<file path="src/design/link_led_pkg.sv">
// Purpose: Constants for the link indicator and general control registers
// Assumes: 100 MHz pclk, APB with 32-bit data, one word per register
// Notes:   Printed offsets are register indices; byte address is index times four
package link_led_pkg;

  // ----------------------------------------------------------------
  // Register map
  // ----------------------------------------------------------------
  localparam logic [7:0]  IDX_LED_CTRL  = 8'h18;
  localparam logic [7:0]  IDX_PHY_CTRL  = 8'h19;
  localparam logic [11:0] ADDR_LED_CTRL = {2'b00, IDX_LED_CTRL, 2'b00};
  localparam logic [11:0] ADDR_PHY_CTRL = {2'b00, IDX_PHY_CTRL, 2'b00};

  // ----------------------------------------------------------------
  // Field positions
  // ----------------------------------------------------------------
  localparam int BLINK_LO  = 9;
  localparam int BLINK_HI  = 10;
  localparam int LED_POL   = 7;
  localparam int LED_FORCE = 4;
  localparam int LED_ONOFF = 1;
  localparam int AMDIX_EN  = 15;
  localparam int FMDIX     = 14;
  localparam int PAUSE_RX  = 13;
  localparam int PAUSE_TX  = 12;
  localparam int NEG_LINK  = 11;
  localparam int STR_BYP   = 7;
  localparam int IND_MODE  = 5;
  localparam int ADDR_HI   = 4;
  localparam int ADV_PAUSE = 10;
  localparam int ADV_ASM   = 11;

  // Writable bits; everything else reads zero or live status
  localparam logic [15:0] LED_WMASK = 16'h0692;
  localparam logic [15:0] PHY_WMASK = 16'hc0a0;
  localparam logic [15:0] LED_RST   = 16'h0400;
  localparam logic [15:0] PHY_RST   = 16'h8000;

  // ----------------------------------------------------------------
  // Blink timing
  // ----------------------------------------------------------------
  localparam logic [1:0] RATE_20HZ = 2'h0;
  localparam logic [1:0] RATE_10HZ = 2'h1;
  localparam logic [1:0] RATE_5HZ  = 2'h2;
  localparam logic [1:0] RATE_2HZ  = 2'h3;
  localparam int HALF_20HZ_MS = 50;
  localparam int HALF_10HZ_MS = 100;
  localparam int HALF_5HZ_MS  = 200;
  localparam int HALF_2HZ_MS  = 500;
  localparam int CLK_PERIOD_NS = 10;
  localparam int MS_NS         = 1000000;
  localparam int MS_CYCLES     = MS_NS / CLK_PERIOD_NS;
  localparam int STRAP_SYNC    = 2;

  typedef enum logic [0:0] {
    PHASE_OFF = 1'b0,
    PHASE_ON  = 1'b1
  } blink_phase_t;

endpackage

</file>
<file path="src/design/link_led_ctrl.sv">
// Purpose: Link indicator control and general control/status registers on APB
// Assumes: Link and negotiation inputs come from logic on pclk; straps are pins
// Notes:   Zero-wait APB slave, read data is registered in the setup cycle
//
// Added by the designer: the APB register port.
module link_led_ctrl
  import link_led_pkg::*;
#(
  parameter int TICK_CYCLES = MS_CYCLES
) (
  input  wire logic        pclk,
  input  wire logic        presetn,
  input  wire logic        psel,
  input  wire logic        penable,
  input  wire logic        pwrite,
  input  wire logic [11:0] paddr,
  input  wire logic [31:0] pwdata,
  input  wire logic [3:0]  pstrb,
  output logic      [31:0] prdata,
  output logic             pready,
  output logic             pslverr,
  input  wire logic        strap_led_pol,
  input  wire logic        strap_auto_xover,
  input  wire logic        strap_ind_mode,
  input  wire logic [4:0]  strap_station_addr,
  input  wire logic        link_up,
  input  wire logic        link_speed100,
  input  wire logic        link_full_duplex,
  input  wire logic        link_by_autoneg,
  input  wire logic        activity,
  input  wire logic [15:0] local_ability_advert,
  input  wire logic [15:0] partner_ability_advert,
  output logic             link_indicator_out,
  output logic             auto_crossover_en,
  output logic             tx_on_rx_wire_pair
);

  // ----------------------------------------------------------------
  // Strap capture
  // ----------------------------------------------------------------
  logic [7:0] strap_s1;
  logic [7:0] strap_s2;
  logic [1:0] strap_wait;
  logic       strap_load;

  always_ff @(posedge pclk or negedge presetn) begin
    if (!presetn) begin
      strap_s1 <= 8'h00;
      strap_s2 <= 8'h00;
    end else begin
      strap_s1 <= {strap_station_addr, strap_ind_mode, strap_auto_xover, strap_led_pol};
      strap_s2 <= strap_s1;
    end
  end

  // Straps are sampled once, after the synchroniser has filled
  always_ff @(posedge pclk or negedge presetn) begin
    if (!presetn) begin
      strap_wait <= 2'h0;
    end else if (strap_wait != 2'(STRAP_SYNC + 1)) begin
      strap_wait <= strap_wait + 2'h1;
    end
  end

  assign strap_load = (strap_wait == 2'(STRAP_SYNC));

  // ----------------------------------------------------------------
  // APB access
  // ----------------------------------------------------------------
  logic        setup_ph;
  logic        wr_ok;
  logic        hit_led;
  logic        hit_phy;
  logic [15:0] led_ctrl;
  logic [15:0] phy_ctrl;
  logic [4:0]  station_addr;
  logic        pause_rx;
  logic        pause_tx;
  logic        neg_link;

  assign setup_ph = psel && !penable;
  assign hit_led  = (paddr == ADDR_LED_CTRL);
  assign hit_phy  = (paddr == ADDR_PHY_CTRL);
  assign pready   = 1'b1;
  assign pslverr  = psel && penable && !hit_led && !hit_phy;
  assign wr_ok    = psel && penable && pwrite;

  function automatic logic [15:0] merge(input logic [15:0] old, input logic [15:0] wmask);
    logic [15:0] lanes;
    lanes = {{8{pstrb[1]}}, {8{pstrb[0]}}} & wmask;
    return (old & ~lanes) | (pwdata[15:0] & lanes);
  endfunction

  always_ff @(posedge pclk or negedge presetn) begin
    if (!presetn) begin
      led_ctrl <= LED_RST;
    end else if (wr_ok && hit_led) begin
      led_ctrl <= merge(led_ctrl, LED_WMASK);
    end else if (strap_load) begin
      led_ctrl[LED_POL] <= ~strap_s2[0];
    end
  end

  always_ff @(posedge pclk or negedge presetn) begin
    if (!presetn) begin
      phy_ctrl <= PHY_RST;
    end else if (wr_ok && hit_phy) begin
      phy_ctrl <= merge(phy_ctrl, PHY_WMASK);
    end else if (strap_load) begin
      phy_ctrl[AMDIX_EN] <= strap_s2[1];
      phy_ctrl[IND_MODE] <= strap_s2[2];
    end
  end

  always_ff @(posedge pclk or negedge presetn) begin
    if (!presetn) begin
      station_addr <= 5'h00;
    end else if (strap_load) begin
      station_addr <= strap_s2[7:3];
    end
  end

  // Read data is built from the stored control bits plus live status
  always_ff @(posedge pclk or negedge presetn) begin
    if (!presetn) begin
      prdata <= 32'h0000_0000;
    end else if (setup_ph && !pwrite) begin
      prdata <= 32'h0000_0000;
      if (hit_led) begin
        prdata[15:0] <= led_ctrl & LED_WMASK;
      end else if (hit_phy) begin
        prdata[15:0] <= (phy_ctrl & PHY_WMASK)
                      | {2'b00, pause_rx, pause_tx, neg_link, 6'h00, station_addr};
      end
    end
  end

  // ----------------------------------------------------------------
  // Negotiation status
  // ----------------------------------------------------------------
  logic fd_link;
  logic lp;
  logic la;
  logic rp;
  logic ra;

  assign fd_link = link_up && link_by_autoneg && link_full_duplex;
  assign lp = local_ability_advert[ADV_PAUSE];
  assign la = local_ability_advert[ADV_ASM];
  assign rp = partner_ability_advert[ADV_PAUSE];
  assign ra = partner_ability_advert[ADV_ASM];

  // Symmetric pause enables both ways; asymmetric pairs enable one way only
  always_ff @(posedge pclk or negedge presetn) begin
    if (!presetn) begin
      pause_rx <= 1'b0;
      pause_tx <= 1'b0;
      neg_link <= 1'b0;
    end else begin
      pause_rx <= fd_link && ((lp && rp) || (lp && la && !rp && ra));
      pause_tx <= fd_link && ((lp && rp) || (!lp && la && rp && ra));
      neg_link <= fd_link && link_speed100;
    end
  end

  // ----------------------------------------------------------------
  // Crossover control
  // ----------------------------------------------------------------
  always_ff @(posedge pclk or negedge presetn) begin
    if (!presetn) begin
      auto_crossover_en  <= 1'b0;
      tx_on_rx_wire_pair <= 1'b0;
    end else begin
      auto_crossover_en  <= phy_ctrl[AMDIX_EN];
      tx_on_rx_wire_pair <= phy_ctrl[FMDIX];
    end
  end

  // ----------------------------------------------------------------
  // Blink timing
  // ----------------------------------------------------------------
  logic [16:0]  tick_cnt;
  logic         tick;
  logic [9:0]   half_ms;
  logic [9:0]   ms_cnt;
  logic         half_done;
  logic [9:0]   stretch_cnt;
  logic         act_held;
  blink_phase_t phase;

  function automatic logic [9:0] half_period(input logic [1:0] code);
    case (code)
      RATE_20HZ: return 10'(HALF_20HZ_MS);
      RATE_10HZ: return 10'(HALF_10HZ_MS);
      RATE_5HZ:  return 10'(HALF_5HZ_MS);
      default:   return 10'(HALF_2HZ_MS);
    endcase
  endfunction

  assign half_ms = half_period(led_ctrl[BLINK_HI:BLINK_LO]);

  // One pulse per millisecond
  always_ff @(posedge pclk or negedge presetn) begin
    if (!presetn) begin
      tick_cnt <= 17'h00000;
    end else if (tick_cnt == 17'(TICK_CYCLES - 1)) begin
      tick_cnt <= 17'h00000;
    end else begin
      tick_cnt <= tick_cnt + 17'h00001;
    end
  end

  assign tick      = (tick_cnt == 17'(TICK_CYCLES - 1));
  assign half_done = tick && (ms_cnt >= half_ms - 10'h001);

  // Half-period count restarts while idle so a blink begins with a full on
  always_ff @(posedge pclk or negedge presetn) begin
    if (!presetn) begin
      ms_cnt <= 10'h000;
    end else if (!act_held || half_done) begin
      ms_cnt <= 10'h000;
    end else if (tick) begin
      ms_cnt <= ms_cnt + 10'h001;
    end
  end

  always_ff @(posedge pclk or negedge presetn) begin
    if (!presetn) begin
      phase <= PHASE_ON;
    end else if (!act_held) begin
      phase <= PHASE_ON;
    end else if (half_done) begin
      case (phase)
        PHASE_ON:  phase <= PHASE_OFF;
        PHASE_OFF: phase <= PHASE_ON;
        default:   phase <= PHASE_ON;
      endcase
    end
  end

  // Stretching keeps short bursts visible for at least one half-period
  always_ff @(posedge pclk or negedge presetn) begin
    if (!presetn) begin
      stretch_cnt <= 10'h000;
    end else if (activity) begin
      stretch_cnt <= half_ms;
    end else if (tick && stretch_cnt != 10'h000) begin
      stretch_cnt <= stretch_cnt - 10'h001;
    end
  end

  assign act_held = activity || (stretch_cnt != 10'h000);

  // ----------------------------------------------------------------
  // Indicator output
  // ----------------------------------------------------------------
  logic ind_on;

  always_comb begin
    if (led_ctrl[LED_FORCE]) begin
      ind_on = led_ctrl[LED_ONOFF];
    end else if (phy_ctrl[IND_MODE]) begin
      ind_on = link_up;
    end else if (phy_ctrl[STR_BYP]) begin
      ind_on = link_up && !activity;
    end else begin
      ind_on = link_up && (!act_held || phase == PHASE_ON);
    end
  end

  always_ff @(posedge pclk or negedge presetn) begin
    if (!presetn) begin
      link_indicator_out <= 1'b0;
    end else begin
      link_indicator_out <= led_ctrl[LED_POL] ? ind_on : !ind_on;
    end
  end

  // ----------------------------------------------------------------
  // Checks
  // ----------------------------------------------------------------
  a_reserved_zero: assert property (
    @(posedge pclk) disable iff (!presetn)
    psel && penable && !pwrite && (hit_led || hit_phy)
      |-> prdata[31:16] == 16'h0000 && (hit_led ? prdata[15:11] == 5'h00
                                                : prdata[10:8] == 3'h0))
    else $error("reserved bits read nonzero");

  a_blink_rate: assert property (
    @(posedge pclk) disable iff (!presetn)
    led_ctrl[BLINK_HI:BLINK_LO] == RATE_5HZ |-> half_ms == 10'h0c8)
    else $error("wrong half period for default rate");

  a_polarity_out: assert property (
    @(posedge pclk) disable iff (!presetn)
    ##1 $stable(led_ctrl) && $stable(link_up) && led_ctrl[LED_FORCE]
      |-> link_indicator_out == (led_ctrl[LED_POL] ~^ led_ctrl[LED_ONOFF]))
    else $error("indicator polarity wrong");

  a_strap_pol: assert property (
    @(posedge pclk) disable iff (!presetn)
    strap_load && !(wr_ok && hit_led) |=> led_ctrl[LED_POL] == !$past(strap_s2[0]))
    else $error("polarity strap not taken inverted");

  a_force_led: assert property (
    @(posedge pclk) disable iff (!presetn)
    led_ctrl[LED_FORCE] && led_ctrl[LED_POL] |=> link_indicator_out == $past(led_ctrl[LED_ONOFF]))
    else $error("forced indicator level not driven");

  a_crossover: assert property (
    @(posedge pclk) disable iff (!presetn)
    wr_ok && hit_phy && pstrb[1] |=> ##1 tx_on_rx_wire_pair == $past(pwdata[FMDIX], 2))
    else $error("forced crossover not applied");

  a_pause_fd: assert property (
    @(posedge pclk) disable iff (!presetn)
    !fd_link |=> !pause_rx && !pause_tx)
    else $error("pause resolved without full duplex");

  a_pause_sym: assert property (
    @(posedge pclk) disable iff (!presetn)
    fd_link && lp && rp |=> pause_tx && pause_rx)
    else $error("symmetric pause not resolved");

  a_neg_link: assert property (
    @(posedge pclk) disable iff (!presetn)
    neg_link |-> $past(link_up && link_speed100 && link_full_duplex && link_by_autoneg))
    else $error("negotiated link set without cause");

  a_bypass_raw: assert property (
    @(posedge pclk) disable iff (!presetn)
    !led_ctrl[LED_FORCE] && !phy_ctrl[IND_MODE] && phy_ctrl[STR_BYP] && led_ctrl[LED_POL]
      |=> link_indicator_out == $past(link_up && !activity))
    else $error("bypass does not show raw state");

  a_phase_hold: assert property (
    @(posedge pclk) disable iff (!presetn)
    act_held && !half_done && $stable(act_held) |=> $stable(phase))
    else $error("blink phase changed early");

endmodule

</file>
<file path="config.mk">
export PLATFORM = sky130hd
export DESIGN_NAME = link_led_ctrl
export DESIGN_NICKNAME = d
export VERILOG_FILES = /design/src/design/link_led_pkg.sv /design/src/design/link_led_ctrl.sv
export SDC_FILE = /design/constraint.sdc
export NUM_CORES = 1
export LEC_CHECK = 0
export BUFFER_PORTS_ARGS = -buffer_cell sky130_fd_sc_hd__buf_2
export CAP_MARGIN = 40
export CORE_ASPECT_RATIO = 1.75
export CORE_UTILIZATION = 40
export CTS_CLUSTER_DIAMETER = 40
export DETAILED_ROUTE_END_ITERATION = 10
export HOLD_SLACK_MARGIN = 0.15
export PLACE_DENSITY = 0.72
export SYNTH_ARGS = -nofsm -noshare
export SYNTH_HDL_FRONTEND = slang
export SYNTH_SLANG_ARGS = --single-unit
</file>
<file path="constraint.sdc">
create_clock -name pclk -period 2.85 [get_ports pclk]
set_input_delay 0.1425 -clock pclk [delete_from_list [all_inputs] [get_ports pclk]]
set_output_delay 0.1425 -clock pclk [all_outputs]
set_load 0.03 [all_outputs]
</file>
### After elaboration in Yosys (flattened, before gate mapping)

Index checks and enable logic that the tools add are counted.

| word-level totals | value |
|---|---|
| register bits | 115 |
| bits of input ports | 98 |
| output and inout port bits | 37 |
| logic and storage cells | 109 |

| operators by class | value |
|---|---|
| $add $sub $neg | 5 |
| order comparisons | 1 |
| equality and inequality tests | 8 |
| muxes and demuxes | 21 |
| bitwise logic cells | 11 |
| reductions and logical operators | 44 |

Operator list:

| operator | number |
|---|---|
| $and A16 B16 Y16 | 3 |
| $mux W10 | 4 |
| $mux W16 | 2 |
| $or A16 B16 Y16 | 2 |
| $pmux W9 S3 | 1 |
| $eq A12 B7 Y1 const B | 2 |
| $logic_and A1 B1 Y1 | 24 |
| $sub A10 B1 Y10 const B | 2 |
| $add A17 B1 Y17 const B | 1 |
| $eq A17 B17 Y1 const B | 1 |
| $mux W17 | 1 |
| $and A16 B11 Y16 | 1 |
| $not A11 Y16 | 1 |
| $not A16 Y16 | 1 |
| $or A16 B14 Y16 | 1 |
| $mux W1 | 12 |
| $add A10 B1 Y10 const B | 1 |
| $ge A10 B10 Y1 | 1 |
| $reduce_bool A10 Y1 | 1 |
| $logic_not A1 Y1 | 9 |
| $reduce_bool A2 Y1 | 4 |
| $logic_or A1 B1 Y1 | 5 |
| $eq A2 B2 Y1 const B | 2 |
| $ne A2 B2 Y1 const B | 2 |
| 5 further kinds | 6 |

### Logic depth before layout (Yosys ltp)

Gate-level depths: netlist (run 1).

| depth | value |
|---|---|
| depth in word-level cells | 10 |
| mapped depth | 10 |
| depth with buffers taken out | 10 |

### Worst setup path before layout (run 1)

Ideal clock, no wire load.

| path | value |
|---|---|
| path kind | flip-flop to flip-flop |
| from | reg with a tool-made name |
| to | reg phase |
| library setup time | 0.088 ns |
| arrival | 2.400 ns |
| required time | 2.762 ns |
| setup slack | 0.361 ns |
| cell stages (with the launch flop) | 10 |
| path buffers | 0 |
| period minus slack after synthesis | 2.489 ns |
| path through | dfstp_2 ha_1 nor2_1 xnor2_1 ha_1 a211oi_1 nor2_1 a211oi_1 nor3_1 or3b_1 |

RTL lines:

| what | line | source |
|---|---|---|
| to (signal assigned) | link_led_ctrl.sv:229 | `phase <= PHASE_ON;` |
| to (signal assigned) | link_led_ctrl.sv:231 | `phase <= PHASE_ON;` |
| to (signal assigned) | link_led_ctrl.sv:234 | `PHASE_ON: phase <= PHASE_OFF;` |
| to (decl) | link_led_ctrl.sv:189 | `blink_phase_t phase;` |

==> impl_metrics.env, run 1 <==
export IMPL_ir_drop_v=0.000314
export IMPL_clk_pin_slew_ns=0.07
export IMPL_dr_total_vias=3230
export IMPL_hold_slack_ns=0.170
export IMPL_cts_buffers_inserted=9
export IMPL_port_buffers=61
export IMPL_synth_avg_cell_area_um2=10.9
export IMPL_synth_edf_count=0
export IMPL_end_kind="register"
export IMPL_synth_cell_types=47
export IMPL_io_pins=135
export IMPL_cts_sinks=90
export IMPL_wl_per_cell_um=15.1
export IMPL_place_gp_congestion=0.811
export IMPL_skew_ns=0.00838
export IMPL_slowest_stage="dfstp_2"
export IMPL_instances_no_fill=623
export IMPL_routed_wl_mm=9.38
export IMPL_ys_warn_count=0
export IMPL_crit_chain="ha_1 -> xnor2_1 -> ha_1 -> a21oi_1 -> o221ai_1 -> a211oi_2 -> nor3_1 -> or3b_1"
export IMPL_drive_gt1_share_pct=22.3
export IMPL_dieArea_um2=11400
export IMPL_die_h_um=140
export IMPL_report_final_setup_viol=0
export IMPL_outcome="completed"
export IMPL_grt_max_degree=51
export IMPL_drc=0
export IMPL_synthArstFlopShare_pct=100
export IMPL_ctsRootBufferMaster="clkbuf_16"
export IMPL_ant_nets=0
export IMPL_gr_total_overflow=0
export IMPL_worstPathArrival_ns=2.96
export IMPL_crit_path_frequent_cell="ha_1"
export IMPL_postCtsSetupRepairBufs=0
export IMPL_max_freq_ghz=0.369
export IMPL_worstSetupPathType="register to register"
export IMPL_layout_commonest_cell="dfrtp_1"
export IMPL_clock_latency_ns=0.34
export IMPL_max_stage_delay_ns=0.60
export IMPL_synthesis_instances=400
export IMPL_fin_tns_setup_ns=0
export IMPL_antenna_cells=0
export IMPL_drt_iter0_markers=217
export IMPL_antenna_found_initial=0
export IMPL_cts_tree="yes"
export IMPL_htreeDepth=3
export IMPL_synth_area_um2=4370
export IMPL_place_inst=585
export IMPL_worstPathMaxFanout=7
export IMPL_grtUsageTotal_pct=17.7
export IMPL_final_cell_mix="dfrtp_1 (87), buf_2 (60), nor2_1 (34), nand2_1 (29)"
export IMPL_power_density_nw_per_um2=510
export IMPL_yosysSeqAreaShare_pct=51.7
export IMPL_relSlewSlack_pct=58.5
export IMPL_tightest_slew_ns=0.622
export IMPL_dp_final_hpwl_mm=6.74
export IMPL_cts_buffer_depth=2
export IMPL_rsz0062_at_grt="false"
export IMPL_timing_hold_violations_final=0
export IMPL_finalCritPeriodShare_pct=95.0
export IMPL_grt_pass1_vias=3339
export IMPL_grt_pass1_wl_mm=15.4
export IMPL_fin_nets=607
export IMPL_row_count=50
export IMPL_final_util_pct=49.5
export IMPL_fp_dieW_um=81.0
export IMPL_area_growth_pct=20.6
export IMPL_drv_cap=0
export IMPL_start_util_pct=41.1
export IMPL_detail_route_vias_per_cell=5.18
export IMPL_cp_data_required_time_ns=3.10
export IMPL_worst_slack_ns=0.143
export IMPL_synth_ff_latch_count=90
export IMPL_fp_coreArea_um2=10600
export IMPL_hp_class="input port to register"
export IMPL_period_needed_ns=2.71
export IMPL_cellLeakagePower_nw=2.38
export IMPL_start_kind="register"
export IMPL_place_ws_ns=0.172
export IMPL_maxSlewViolCount=0
export IMPL_yosys_most_used_dff="dfrtp_1"
export IMPL_dr_pass1_iters=4
## cell type report
type	count	area (µm²)
clock buffer	9	225
clock inverter	7	63.8
fill	950	5370
inverter	13	48.8
multi-input combinational	286	1940
sequential	90	2260
tap	130	163
timing repair buffer	88	566
## power by group
group          switching [mW]  internal (mW)  total (mW)
Clock                   0.537          0.613        1.15
Sequential             0.0231           1.31        1.33
Combinational           0.123         0.0785       0.201
## per-stage QoR
| step | area (µm²) | total power [mW] |
|---|---|---|
| after detailed placement | 4750 | 1.54 |
| final | 5270 | 2.68 |
| after CTS | 5260 | 2.71 |
| after global placement | 4750 | 1.53 |
| after floorplan | 4430 | 1.47 |
| after global routing | 5270 | 2.79 |
## critical path, delay by kind of cell, from the launching register on
family	cells	cell delay [ns]
xor+xnor	1	0.19
simple gates	2	0.49
fa+ha+maj	2	0.63
compound gates	3	0.71
flops	1	0.60
## what timing repair did
action | in CTS | in global routing
endpoints found under the hold margin | 66 | 0
resized for setup | 0 | 1
hold buffers | 22 | 0
setup endpoints to repair | 0 | 11
## synthesized netlist by cell type, types with 2 or more instances
cell / n / area [µm²]
a211oi_1: 2 / 15.0
a21oi_1: 10 / 50.1
a22o_1: 9 / 78.8
a31oi_1: 3 / 18.8
and2_1: 3 / 18.8
and3_1: 7 / 43.8
and4_1: 3 / 26.3
buf_2: 3 / 15.0
buf_4: 19 / 143
clkbuf_1: 6 / 22.5
conb_1: 2 / 7.51
dfrtp_1: 87 / 2180
dfstp_2: 3 / 78.8
ha_1: 21 / 263
inv_1: 12 / 45.0
mux2_2: 14 / 158
mux2i_1: 4 / 40.0
nand2_1: 29 / 109
nand2b_1: 2 / 12.5
nand3_1: 17 / 85.1
nand3b_1: 3 / 22.5
nand4_1: 8 / 50.1
nor2_1: 34 / 128
nor3_1: 12 / 60.1
nor3_2: 3 / 30.0
nor3b_1: 2 / 15.0
nor4_1: 7 / 43.8
nor4b_1: 3 / 26.3
o21ai_0: 8 / 40.0
o21ai_1: 3 / 15.0
o221a_2: 3 / 33.8
o31ai_1: 6 / 45.0
or3_1: 6 / 37.5
or4_1: 4 / 30.0
xnor2_1: 22 / 193
xor2_1: 9 / 78.8
## kinds of logic (layout without fill, tap and decap cells)
logic type | count (synthesis) | count (layout) | synth area share, %
adder cells (fa/ha/maj) | 21 | 21 | 6.02
AO/OA/AOI/OAI | 48 | 48 | 7.85
multiplexers | 18 | 18 | 4.53
AND/OR/NAND/NOR | 148 | 148 | 18.1
flip-flops | 90 | 90 | 51.7
other | 2 | 20 | 0.172
buffers and inverters | 42 | 117 | 5.50
XOR/XNOR | 31 | 31 | 6.22
## final timing paths
kind	from	end	slack (ns)	cells after the start
min in group asynchronous	presetn	tick_cnt[10]	0.35	2
min	pstrb[0]	register	0.17	3
max reg2reg	register	phase	0.14	8
max in group asynchronous	presetn	phase	1.71	3
max	register	phase	0.14	8
min reg2reg	strap_s1[2]	strap_s2[2]	0.35	0
## registers in the layout (all words and copies together) (netlist names), named ones only
register,cells
auto_crossover_en,1
link_indicator_out,1
ms_cnt,10
neg_link,1
pause_rx,1
pause_tx,1
phase,1
prdata,14
station_addr,5
strap_s1,8
strap_s2,8
strap_wait,2
stretch_cnt,10
tick_cnt,17
tx_on_rx_wire_pair,1
## metal layers
metal | up-vias | global-route usage (%) | share of wire (%)
li1 | 1545 | - | -
met5 | - | 0 | 0
met3 | 18 | 2.74 | 3.0
met4 | 0 | 9.96 | 2.5
met2 | 86 | 31.4 | 57
met1 | 1581 | 19.5 | 38
Note: power is estimated with default switching activity, not from simulation.
==> run 2, diff against run 1 <==
--- a/config.mk
+++ b/config.mk
@@ -12,7 +12,6 @@
 export CTS_CLUSTER_DIAMETER = 40
 export DETAILED_ROUTE_END_ITERATION = 10
 export HOLD_SLACK_MARGIN = 0.15
-export PLACE_DENSITY = 0.72
 export SYNTH_ARGS = -nofsm -noshare
 export SYNTH_HDL_FRONTEND = slang
 export SYNTH_SLANG_ARGS = --single-unit
==> run 2 against run 1 <==
Compared with the run above: sequential share of layout area down 0.20 points; clock power rose by 5%; register-to-register slack improved by 0.16 ns; hold slack lost 0.0053 ns; routed wire length down 2.9%; combinational power hardly changed; maximum frequency up 6.4%; non-clock buffer count up 1; global-route usage down 0.32 points; die area unchanged; cell count up 0.16%; design area is 0.48% higher; highest routed layer unchanged.
==> impl_metrics.env, run 2 (synthesized netlist as in run 1, its figures left out) <==
export IMPL_area_growth_pct=21.1
export IMPL_grt_max_degree=58
export IMPL_report_final_setup_viol=0
export IMPL_period_needed_ns=2.54
export IMPL_r2r_slack_ns=0.31
export IMPL_cts_buffer_depth=2
export IMPL_dp_final_hpwl_mm=6.67
export IMPL_start_util_pct=41.1
export IMPL_ctsRootBufferMaster="clkbuf_16"
export IMPL_gr_total_overflow=0
export IMPL_end_kind="register"
export IMPL_skew_ns=0.00876
export IMPL_port_buffers=61
export IMPL_drt_iter0_markers=100
export IMPL_outcome="completed"
export IMPL_wl_met3_um=405
export IMPL_max_freq_ghz=0.393
export IMPL_worstPathArrival_ns=2.81
export IMPL_cts_sinks=90
export IMPL_top_layer="met4"
export IMPL_wl_met2_mm=4.86
export IMPL_fp_dieW_um=81.0
export IMPL_cts_tree="yes"
export IMPL_grtUsageTotal_pct=17.4
export IMPL_fp_coreArea_um2=10600
export IMPL_grt_pass1_vias=3277
export IMPL_fin_nets=608
export IMPL_relSlewSlack_pct=52.8
export IMPL_layout_commonest_cell="dfrtp_1"
export IMPL_placed_area_um2=4750
export IMPL_timing_hold_violations_final=0
export IMPL_final_cell_area_um2=5290
export IMPL_wl_per_cell_um=14.6
export IMPL_clk_pin_slew_ns=0.07
export IMPL_worstSetupPathType="register to register"
export IMPL_cts_buffers_inserted=9
export IMPL_die_h_um=140
export IMPL_dr_pass1_iters=4
export IMPL_row_count=50
export IMPL_dieArea_um2=11400
export IMPL_worstPathMaxFanout=9
export IMPL_place_inst=585
export IMPL_finalCritPeriodShare_pct=89.3
export IMPL_detail_route_vias_per_cell=5.23
export IMPL_grt_pass1_wl_mm=15.0
export IMPL_rsz0062_at_grt="false"
export IMPL_maxSlewViolCount=0
export IMPL_power_density_nw_per_um2=519
export IMPL_dr_total_vias=3266
export IMPL_tightest_slew_ns=0.709
export IMPL_final_cell_mix="dfrtp_1 (87), buf_2 (60), nor2_1 (34), nand2_1 (29), dlygate4sd3_1 (23)"
export IMPL_wl_met1_mm=3.65
export IMPL_ir_drop_v=0.000301
export IMPL_drc=0
export IMPL_largest_reg_flops=17
export IMPL_drive_gt1_share_pct=22.1
export IMPL_cp_data_required_time_ns=3.12
export IMPL_drv_cap=0
export IMPL_place_gp_congestion=0.786
export IMPL_ant_nets=0
export IMPL_cellLeakagePower_nw=2.39
export IMPL_hp_class="input port to register"
export IMPL_antenna_cells=0
export IMPL_htreeDepth=3
export IMPL_io_pins=135
export IMPL_postCtsSetupRepairBufs=0
export IMPL_start_kind="register"
export IMPL_fin_tns_setup_ns=0
export IMPL_clock_latency_ns=0.35
export IMPL_routed_wl_mm=9.10
export IMPL_antenna_found_initial=0
export IMPL_reg_top3="tick_cnt: 17 flops, prdata: 14 flops"
export IMPL_instances_no_fill=624
export IMPL_largest_register="tick_cnt"
export IMPL_hold_slack_ns=0.165
-- run 2: changes by cell type in the layout (fill, tap and decap cells not counted), sizes merged --
cell,delta
dlygate4sd3,+1
clkinv,+3
inv,-3
clkbuf,+1
clkinvlp,-2
bufinv,+1
-- run 2: per-layer routing --
layer,up-vias,GRT usage (%)
met1,1603,19.6
met2,96,30.0
met4,0,9.40
met3,14,3.45
met5,-,0
li1,1553,-
-- run 2: layout make-up --
class | count | area, µm²
fillers | 981 | 5350
flip-flops and latches | 90 | 2260
multi-input cells | 286 | 1940
repair buffers | 89 | 576
clock buffers | 10 | 229
well taps | 130 | 163
clock inverters | 6 | 75.1
inverters | 13 | 48.8
-- run 2: what timing repair did --
action / CTS / global route
hold endpoints to repair: 72 / 0
resized for setup: 0 / 1
setup endpoints to repair: 0 / 11
hold buffers: 23 / 0
-- run 2: through the flow --
stage | setup slack, ns | utilization (%) | power (mW)
2_1_floorplan | 0.361 | - | 1.47
3_3_place_gp | 0.189 | 44.7 | 1.53
3_5_place_dp | 0.165 | 44.7 | 1.54
4_1_cts | 0.130 | 49.7 | 2.78
5_1_grt | 0.0468 | 49.7 | 2.86
6_report | 0.306 | 49.7 | 2.75
-- run 2: critical path: stages (launching register included) --
cell	delay (ns)
dfstp_2	0.60
ha_1	0.33
nor2_1	0.11
xnor2_1	0.20
ha_1	0.27
a211oi_1	0.20
nor2_1	0.09
a211oi_2	0.24
buf_4	0.19
o22ai_4	0.11
nor2_1	0.13
-- run 2: where the power goes --
group          total (mW)  internal, mW  switching (mW)
clock network        1.21         0.694           0.521
logic               0.199        0.0782           0.121
registers            1.33          1.31          0.0232
-- run 2: final timing paths --
path / startpoint / to / cells after the start
min: pwdata[5] / register / 3
min reg2reg: strap_s1[7] / strap_s2[7] / 0
min in group asynchronous: presetn / tick_cnt[16] / 2
max: register / ms_cnt[7] / 10
max reg2reg: register / ms_cnt[7] / 10
max in group asynchronous: presetn / asynchronous set/reset pin / 3
